===== src/logic/csi_params.svh =====
`ifndef CSI_PARAMS_SVH
`define CSI_PARAMS_SVH

// Register offsets
`define CSI_A_PIN_STATUS 8'h41
`define CSI_A_TOP_IRQ 8'h42
`define CSI_A_GLOBAL_FUNC 8'h43
`define CSI_A_INPUT_SUM 8'h44
`define CSI_A_OUT_SUM_LOW 8'h45
`define CSI_A_OUT_SUM_HIGH 8'h46
`define CSI_A_PLL_SUM 8'h47
`define CSI_A_PLL1_STATUS 8'h48
`define CSI_A_PLL2_STATUS 8'h49
`define CSI_A_PLL1_IE 8'h4A
`define CSI_A_PLL2_IE 8'h4B

// Field positions
`define CSI_B_FREQ_LOW_L 7
`define CSI_B_FREQ_LOW 6
`define CSI_B_FREQ_HIGH_L 5
`define CSI_B_FREQ_HIGH 4
`define CSI_B_LOCK_L 3
`define CSI_B_LOCK 2
`define CSI_B_REF 0
`define CSI_B_BOOT_DONE 7
`define CSI_B_GLOBAL_IE 1
`define CSI_B_TOP_INT 0
`define CSI_B_TOP_PLL 2
`define CSI_B_TOP_IN 4
`define CSI_B_TOP_OUT 5

// Writable masks and reset values
`define CSI_M_PLL_IE 8'hA8
`define CSI_M_PLL_W1C 8'hA8
`define CSI_M_PIN_IE 8'h0F
`define CSI_R_ZERO 8'h00

`endif


===== src/logic/csi_pkg.sv =====
package csi_pkg;

	typedef struct packed {
		logic freq_low_now;
		logic freq_high_now;
		logic pll_locked;
		logic reference_in_use;
	} csi_pll_src_s;

	typedef struct packed {
		logic wr;
		logic rd;
		logic [7:0] addr;
		logic [7:0] wdata;
	} csi_bus_req_s;

	typedef logic [7:0] csi_byte_t;

endpackage : csi_pkg


===== src/logic/csi_irq_status.sv =====
`timescale 1ns/1ns
`include "csi_params.svh"

// Behaviour
// - Register writes are ignored while auto-configuration runs.
// - Global functions bits 3..0 enable each pin-change latch interrupt.
// - Input summary bit 3 is crystal change latch AND its enable.
// - Input summary bits 2..0 are input change latches AND enables.
// - Low output summary: one bit per output 1..8, any enabled latch.
// - High output summary: outputs 10 and 9 in bits 1,0; rest zero.
// - PLL summary bit 0 for PLL one, bit 1 for PLL two.
// - Bit 7 latches on frequency-low rise, cleared by writing one.
// - Bit 6 shows frequency-low in real time.
// - Bit 5 latches on frequency-high rise, cleared by writing one.
// - Bit 4 shows frequency-high in real time.
// - Bit 3 latches on any lock change, cleared by writing one.
// - Bit 2 shows lock state in real time.
// - Bit 0 shows the reference in use, 1 is alternate.
// - PLL two status register mirrors PLL one layout and behaviour.
// - Enable bits 7, 5, 3 gate low, high and lock latches.
// - PLL two enable register mirrors PLL one.
// - Global flag set by enabled summaries or enabled pin latches.
// - Pin change latch sets on either edge, cleared by writing one.
// - Input change latch sets on valid change only, after clear.
module csi_irq_status #(
	parameter int NUM_PLL = 2,
	parameter int NUM_PIN = 4,
	parameter int NUM_IN = 4,
	parameter int NUM_OUT = 10
) (
	input wire logic clk_sys,
	input wire logic rstn,
	input wire logic auto_config_busy,
	input wire csi_pkg::csi_bus_req_s bus_req,
	output csi_pkg::csi_byte_t rdata,
	output logic rvalid,
	input wire csi_pkg::csi_pll_src_s [NUM_PLL-1:0] pll_src,
	input wire logic [NUM_PIN-1:0] pin_state,
	input wire logic [NUM_IN-1:0] input_valid_change_latch,
	input wire logic [NUM_IN-1:0] input_valid_irq_enable,
	input wire logic [NUM_OUT-1:0] output_enabled_latch_any,
	output logic global_irq
);
	import csi_pkg::*;

	////////////////////////////////////////////////////////////////
	// Input synchronisers, three stages
	csi_pll_src_s [NUM_PLL-1:0] pll_s1_r, pll_s2_r, pll_s3_r;
	logic [NUM_PIN-1:0] pin_s1_r, pin_s2_r, pin_s3_r;
	logic boot_s1_r, boot_s2_r, boot_s3_r;

	always_ff @(posedge clk_sys or negedge rstn) begin
		if (!rstn) begin
			pll_s1_r <= '0;
			pll_s2_r <= '0;
			pll_s3_r <= '0;
			pin_s1_r <= '0;
			pin_s2_r <= '0;
			pin_s3_r <= '0;
			boot_s1_r <= 1'b1;
			boot_s2_r <= 1'b1;
			boot_s3_r <= 1'b1;
		end else begin
			pll_s1_r <= pll_src;
			pll_s2_r <= pll_s1_r;
			pll_s3_r <= pll_s2_r;
			pin_s1_r <= pin_state;
			pin_s2_r <= pin_s1_r;
			pin_s3_r <= pin_s2_r;
			boot_s1_r <= auto_config_busy;
			boot_s2_r <= boot_s1_r;
			boot_s3_r <= boot_s2_r;
		end
	end

	// Filtered levels: update only when stages two and three agree
	csi_pll_src_s [NUM_PLL-1:0] pll_now_r;
	logic [NUM_PIN-1:0] pin_now_r;
	logic boot_busy_r;

	always_ff @(posedge clk_sys or negedge rstn) begin
		if (!rstn) begin
			pll_now_r <= '0;
			pin_now_r <= '0;
			boot_busy_r <= 1'b1;
		end else begin
			if (pll_s2_r == pll_s3_r) begin
				pll_now_r <= pll_s3_r;
			end
			if (pin_s2_r == pin_s3_r) begin
				pin_now_r <= pin_s3_r;
			end
			if (boot_s2_r == boot_s3_r) begin
				boot_busy_r <= boot_s3_r;
			end
		end
	end

	////////////////////////////////////////////////////////////////
	// Write decode; nothing lands while auto-configuration runs
	logic wr_ok;
	logic wr_top;
	logic wr_glob;
	logic wr_pin;

	assign wr_ok = bus_req.wr && !boot_busy_r;
	assign wr_top = wr_ok && bus_req.addr == `CSI_A_TOP_IRQ;
	assign wr_glob = wr_ok && bus_req.addr == `CSI_A_GLOBAL_FUNC;
	assign wr_pin = wr_ok && bus_req.addr == `CSI_A_PIN_STATUS;

	////////////////////////////////////////////////////////////////
	// Enable registers
	logic [7:0] pin_ie_r;
	logic [7:0] pll_ie_r [NUM_PLL];

	always_ff @(posedge clk_sys or negedge rstn) begin
		if (!rstn) begin
			pin_ie_r <= `CSI_R_ZERO;
		end else if (wr_glob) begin
			pin_ie_r <= bus_req.wdata & `CSI_M_PIN_IE;
		end
	end

	logic global_ie_r;

	always_ff @(posedge clk_sys or negedge rstn) begin
		if (!rstn) begin
			global_ie_r <= 1'b0;
		end else if (wr_top) begin
			global_ie_r <= bus_req.wdata[`CSI_B_GLOBAL_IE];
		end
	end

	////////////////////////////////////////////////////////////////
	// Per PLL status and enables
	logic [7:0] pll_latch_r [NUM_PLL];
	logic [7:0] pll_status [NUM_PLL];
	logic [NUM_PLL-1:0] pll_sum;
	csi_pll_src_s pll_prev_r [NUM_PLL];

	genvar g;
	generate
		for (g = 0; g < NUM_PLL; g++) begin : g_pll
			logic [7:0] p_addr;
			logic [7:0] ie_addr;
			logic [7:0] set_v;
			logic [7:0] clr_v;
			logic wr_status;
			logic wr_ie;

			assign p_addr = (g == 0) ? `CSI_A_PLL1_STATUS : `CSI_A_PLL2_STATUS;
			assign ie_addr = (g == 0) ? `CSI_A_PLL1_IE : `CSI_A_PLL2_IE;
			assign wr_status = wr_ok && bus_req.addr == p_addr;
			assign wr_ie = wr_ok && bus_req.addr == ie_addr;

			always_ff @(posedge clk_sys or negedge rstn) begin
				if (!rstn) begin
					pll_ie_r[g] <= `CSI_R_ZERO;
				end else if (wr_ie) begin
					pll_ie_r[g] <= bus_req.wdata & `CSI_M_PLL_IE;
				end
			end

			always_ff @(posedge clk_sys or negedge rstn) begin
				if (!rstn) begin
					pll_prev_r[g] <= '0;
				end else begin
					pll_prev_r[g] <= pll_now_r[g];
				end
			end

			always_comb begin
				set_v = '0;
				set_v[`CSI_B_FREQ_LOW_L] = pll_now_r[g].freq_low_now
					&& !pll_prev_r[g].freq_low_now;
				set_v[`CSI_B_FREQ_HIGH_L] = pll_now_r[g].freq_high_now
					&& !pll_prev_r[g].freq_high_now;
				set_v[`CSI_B_LOCK_L] = pll_now_r[g].pll_locked
					^ pll_prev_r[g].pll_locked;
				clr_v = wr_status ? (bus_req.wdata & `CSI_M_PLL_W1C) : '0;
			end

			// Set wins over clear; a zero write keeps the latch
			always_ff @(posedge clk_sys or negedge rstn) begin
				if (!rstn) begin
					pll_latch_r[g] <= `CSI_R_ZERO;
				end else begin
					pll_latch_r[g] <= set_v | (pll_latch_r[g] & ~clr_v);
				end
			end

			always_comb begin
				pll_status[g] = pll_latch_r[g];
				pll_status[g][`CSI_B_FREQ_LOW] = pll_now_r[g].freq_low_now;
				pll_status[g][`CSI_B_FREQ_HIGH] = pll_now_r[g].freq_high_now;
				pll_status[g][`CSI_B_LOCK] = pll_now_r[g].pll_locked;
				pll_status[g][`CSI_B_REF] = pll_now_r[g].reference_in_use;
			end

			assign pll_sum[g] = |(pll_latch_r[g] & pll_ie_r[g]);
		end
	endgenerate

	////////////////////////////////////////////////////////////////
	// Pin change latches
	logic [NUM_PIN-1:0] pin_prev_r;
	logic [NUM_PIN-1:0] pin_latch_r;
	logic [NUM_PIN-1:0] pin_clr;

	assign pin_clr = wr_pin ? bus_req.wdata[NUM_PIN*2-1:NUM_PIN] : '0;

	always_ff @(posedge clk_sys or negedge rstn) begin
		if (!rstn) begin
			pin_prev_r <= '0;
			pin_latch_r <= '0;
		end else begin
			pin_prev_r <= pin_now_r;
			pin_latch_r <= (pin_now_r ^ pin_prev_r) | (pin_latch_r & ~pin_clr);
		end
	end

	////////////////////////////////////////////////////////////////
	// Summaries
	logic [7:0] in_sum, out_low, out_high, pll_sum_b, top_b, pin_b, glob_b;
	logic pin_irq;

	always_comb begin
		in_sum = '0;
		in_sum[NUM_IN-1:0] = input_valid_change_latch
			& input_valid_irq_enable;
		out_low = output_enabled_latch_any[7:0];
		out_high = '0;
		out_high[NUM_OUT-9:0] = output_enabled_latch_any[NUM_OUT-1:8];
		pll_sum_b = '0;
		pll_sum_b[NUM_PLL-1:0] = pll_sum;
	end

	// Pin-change requests bypass the global enable
	always_comb begin
		pin_irq = |(pin_latch_r & pin_ie_r[NUM_PIN-1:0]);
		top_b = '0;
		top_b[`CSI_B_TOP_OUT] = |out_low;
		top_b[`CSI_B_TOP_IN] = |in_sum;
		top_b[`CSI_B_TOP_PLL] = |pll_sum_b;
		top_b[`CSI_B_GLOBAL_IE] = global_ie_r;
		top_b[`CSI_B_TOP_INT] = ((|out_low | |out_high | |in_sum | |pll_sum_b) && global_ie_r)
			|| pin_irq;
	end

	always_comb begin
		pin_b = {pin_latch_r, pin_now_r};
		glob_b = pin_ie_r;
		glob_b[`CSI_B_BOOT_DONE] = !boot_busy_r;
	end

	////////////////////////////////////////////////////////////////
	// Interrupt output, registered
	always_ff @(posedge clk_sys or negedge rstn) begin
		if (!rstn) begin
			global_irq <= 1'b0;
		end else begin
			global_irq <= top_b[`CSI_B_TOP_INT];
		end
	end

	////////////////////////////////////////////////////////////////
	// Read select; unmapped addresses read as zero
	csi_byte_t rd_nxt;

	always_comb begin
		unique case (bus_req.addr)
			`CSI_A_PIN_STATUS: rd_nxt = pin_b;
			`CSI_A_TOP_IRQ: rd_nxt = top_b;
			`CSI_A_GLOBAL_FUNC: rd_nxt = glob_b;
			`CSI_A_INPUT_SUM: rd_nxt = in_sum;
			`CSI_A_OUT_SUM_LOW: rd_nxt = out_low;
			`CSI_A_OUT_SUM_HIGH: rd_nxt = out_high;
			`CSI_A_PLL_SUM: rd_nxt = pll_sum_b;
			`CSI_A_PLL1_STATUS: rd_nxt = pll_status[0];
			`CSI_A_PLL2_STATUS: rd_nxt = pll_status[NUM_PLL-1];
			`CSI_A_PLL1_IE: rd_nxt = pll_ie_r[0];
			`CSI_A_PLL2_IE: rd_nxt = pll_ie_r[NUM_PLL-1];
			default: rd_nxt = `CSI_R_ZERO;
		endcase
	end

	////////////////////////////////////////////////////////////////
	// Read port, one cycle latency
	always_ff @(posedge clk_sys or negedge rstn) begin
		if (!rstn) begin
			rdata <= `CSI_R_ZERO;
			rvalid <= 1'b0;
		end else begin
			rvalid <= bus_req.rd;
			if (bus_req.rd) begin
				rdata <= rd_nxt;
			end
		end
	end

endmodule : csi_irq_status


===== config.mk =====
export PLATFORM = sky130hd
export DESIGN_NAME = csi_irq_status
export DESIGN_NICKNAME = d
export VERILOG_FILES = /design/src/logic/csi_pkg.sv /design/src/logic/csi_irq_status.sv
export VERILOG_INCLUDE_DIRS = /design/src /design/src/logic
export SDC_FILE = /design/constraint.sdc
export NUM_CORES = 1
export LEC_CHECK = 0
export BUFFER_PORTS_ARGS = -buffer_cell sky130_fd_sc_hd__buf_2
export CAP_MARGIN = 20
export CORE_MARGIN = 4
export CORE_UTILIZATION = 49
export DETAILED_ROUTE_END_ITERATION = 12
export PLACE_DENSITY = 0.71
export SKIP_LAST_GASP = 1
export SYNTH_ARGS = -nofsm -noshare
export SYNTH_HDL_FRONTEND = slang
export SYNTH_SLANG_ARGS = --single-unit

===== constraint.sdc =====
create_clock -name clk_sys -period 2.04 [get_ports clk_sys]
set_input_delay 0.204 -clock clk_sys [delete_from_list [all_inputs] [get_ports clk_sys]]
set_output_delay 0.204 -clock clk_sys [all_outputs]
set_load 0.005 [all_outputs]

==> impl_metrics.py <==
metrics = {
    "floorplanning": {
        "top_level_ports": 61,
        "core_sq_mm": 0.00769,
        "initial_utilization_pct": 49.9,
        "die_h_um": 96.5,
        "rows": 32,
        "die-area_sq_mm": 0.00931,
        "die_w_um": 96.5,
    },
    "yosys": {
        "netlist_area_sq_mm": 0.00384,
        "synth_cell_types": 54,
        "yosys_most_used_dff": "dfrtp_1",
        "synth-edff-count": 0,
        "synth_area_leaders": "dfrtp_1 58%, mux2_2 7.9%, dfstp_2 2.7%, nand2_1 2.6%, xor2_1 2.3%",
        "postSynthCellCount": 294,
        "netlist.area_leader.share_pct": 58.0,
        "seq_area_frac_synth_pct": 60.8,
        "synth_top_area_cell": "dfrtp_1",
        "yosys_warnings": 0,
        "async_flop_share_pct": 100,
        "synth_most_common_cell": "dfrtp_1",
        "synth_top_cells_by_count": "89 x dfrtp_1, 27 x mux2_2, 27 x nand2_1",
        "synth_seq_cells": 93,
        "synth_fp_nets": 345,
        "synth.avg_cell_area_sq_um": 13.1,
    },
    "worst_setup_path": {
        "r2r_end": "rdata[0]",
        "regToRegSetupSlack_ns": 0.19,
        "cp-end-kind": "flop",
        "ff2ff_path_depth": 6,
        "critPathLaunch": "pll_latch_r[3]",
        "crit_arrival_ns": 2.10,
        "r2r_start": "pll_latch_r[3]",
        "worstPathRequired_ns": 2.28,
        "critical_path_class": "flop to flop",
        "cp-start-kind": "flop",
        "critPathMaxFanout": 3,
    },
    "cells_and_area": {
        "nNetsFinal": 432,
        "nFillCells": 637,
        "fin_util_pct": 59.9,
        "area_delta_synth_final_pct": 19.9,
        "drive_gt1_share_pct": 32.5,
        "antenna_cells": 0,
    },
    "worst_hold_path": {
        "hp-class": "input port to flop",
        "min_from": "bus_req[2]",
        "hold_depth": 2,
        "worstHoldEndpoint": "pin_ie_r[2]",
    },
    "job": {
        "drv_cap": 0,
    },
    "clock_tree": {
        "ctsRootBufferMaster": "clkbuf_8",
        "cts-buffers-inserted": 9,
        "cts.clk_slew.worst_paths_ns": 0.09,
        "cts_tree": "yes",
        "clock-sinks": 93,
        "clock_path_buffers": 2,
        "postCtsSetupBuffers": 0,
        "clock_latency_ns": 0.36,
        "htreeDepth": 3,
    },
    "sta": {
        "timing.final.ws_setup_ns": 0.190,
        "setup_tns_ns": 0,
        "relSlewSlack_pct": 64.6,
        "fin_skew_ns": 0.00734,
        "slew_viol_final": 0,
        "hold_ws_ns": 0.0752,
        "setup_violations": 0,
        "hold_viol": 0,
        "max_freq_mhz": 540,
        "rsz0062_at_grt": "false",
        "fin_crit_sh_pct": 90.7,
        "max_slew.worst_pin.slew_ns": 0.531,
        "min_period_ns": 1.85,
    },
    "pwr": {
        "p_sw_share_pct": 26.0,
        "leakagePower_nw": 2.09,
        "seq_power_share_pct": 56.8,
        "irDropWorstVdd_v": 0.000466,
        "clkPwrFrac_pct": 31.1,
        "p_per_area_mw_per_mm2": 841,
        "power.net_switching_mw": 1.01,
        "combPwrFrac_pct": 12.1,
        "p_int_mw": 2.86,
    },
    "detailed_routing": {
        "drtPass1Iterations": 4,
        "drc": 0,
        "wirelength_um": 8380,
        "post_drt_wl_per_cell_um": 17.2,
        "drt-vias-per-instance": 5.43,
        "detail-route-antenna-nets": 0,
        "first_iter_violations": 124,
        "vias": 2644,
    },
    "run_status": {
        "status": "completed",
    },
    "global_route": {
        "track_usage_pct": 19.7,
        "grt_overflow_total": 0,
        "grt_pass1_vias": 2687,
        "grt_max_degree": 54,
        "grt_pass1_wl_um": 13500,
        "antenna_found_initial": 0,
    },
    "place": {
        "dpl.hpwl_um": 6150,
        "gp_congestion": 0.879,
        "pre_cts_ws_ns": 0.141,
        "port-buffer-count": 60,
    },
}
-- flip-flops by register name, summed over array words and instances (netlist names) --
name	count
boot_busy_r	1
boot_s1_r	1
boot_s2_r	1
boot_s3_r	1
global_ie_r	1
global_irq	1
pin_ie_r	4
pin_latch_r	4
pin_now_r	4
pin_prev_r	4
pin_s1_r	4
pin_s2_r	4
pin_s3_r	4
pll_ie_r	6
pll_latch_r	6
pll_now_r	8
pll_prev_r	6
pll_s1_r	8
pll_s2_r	8
pll_s3_r	8
rdata	8
rvalid	1
-- critical path, cell delays in order (launching register included) --
cell,delay (ns)
dfrtp_1,0.41
a222oi_1,0.35
buf_4,0.20
nand2_1,0.08
o41ai_1,0.25
nand3_1,0.17
a311o_1,0.29
-- worst max path at each step --
stage / to
finish: rdata[0]
global route: rdata[0]
CTS: rdata[0]
detailed placement: rdata[2]
global placement: rdata[2]
floorplan: rdata[2]
-- final cells by class --
class	instances	area (sq um)	area share, %
inverter	12	45.0	0.979
timing repair buffer	86	546	11.9
multi-input combinational	179	1370	29.7
clock buffer	10	128	2.77
clock inverter	5	60.1	1.30
sequential	93	2330	50.7
tap	102	128	2.77
-- kinds of logic after synthesis --
family | synth area share (%)
AO/OA/AOI/OAI | 10.8
AND/OR/NAND/NOR | 10.9
buffers and inverters | 3.68
flip-flops | 60.8
multiplexers | 9.55
XOR/XNOR | 4.11
adder cells (fa/ha/maj) | 0.261
-- placed cells by master (no fill, tap or decap), drive strengths merged, types with 4 or more instances in the layout --
cell	count
dfrtp	89
dlygate4sd3	14
a22o	7
inv	14
dfstp	4
a22oi	7
o22ai	5
nand4	5
xnor2	8
a21oi	4
clkbuf	10
nor2b	4
xor2	10
a21o	6
nand2b	4
mux2i	4
nor2	9
o21ai	4
buf	72
nand3	5
nand2	27
mux2	27
-- power by group through the flow --
stage | logic (mW) | registers [mW] | clock network, mW
after floorplan | 0.284 | 2.18 | 0
after global placement | 0.439 | 2.23 | 0
after detailed placement | 0.449 | 2.24 | 0
after CTS | 0.473 | 2.20 | 1.24
after global routing | 0.522 | 2.23 | 1.30
final | 0.469 | 2.20 | 1.20
-- layer usage --
layer,vias up,global-route usage [%],wire [um]
met5,-,0,0
li1,1234,-,-
met4,0,9.93,238
met2,106,32.2,3940
met1,1286,25.3,3610
met3,18,3.41,589
-- per-stage QoR --
| step | total power, mW | cells | instance area (sq um) |
|---|---|---|---|
| floorplan | 2.47 | 294 | 3840 |
| CTS | 3.92 | 487 | 4600 |
| global placement | 2.67 | 458 | 4280 |
| global route | 4.06 | 487 | 4600 |
| finish | 3.87 | 487 | 4600 |
| detailed placement | 2.69 | 458 | 4280 |
-- what timing repair did --
item	CTS	global route
gates resized for setup	0	0
hold buffers	14	0
endpoints found under the hold margin	52	0
Power figures use the tool's default switching activity.
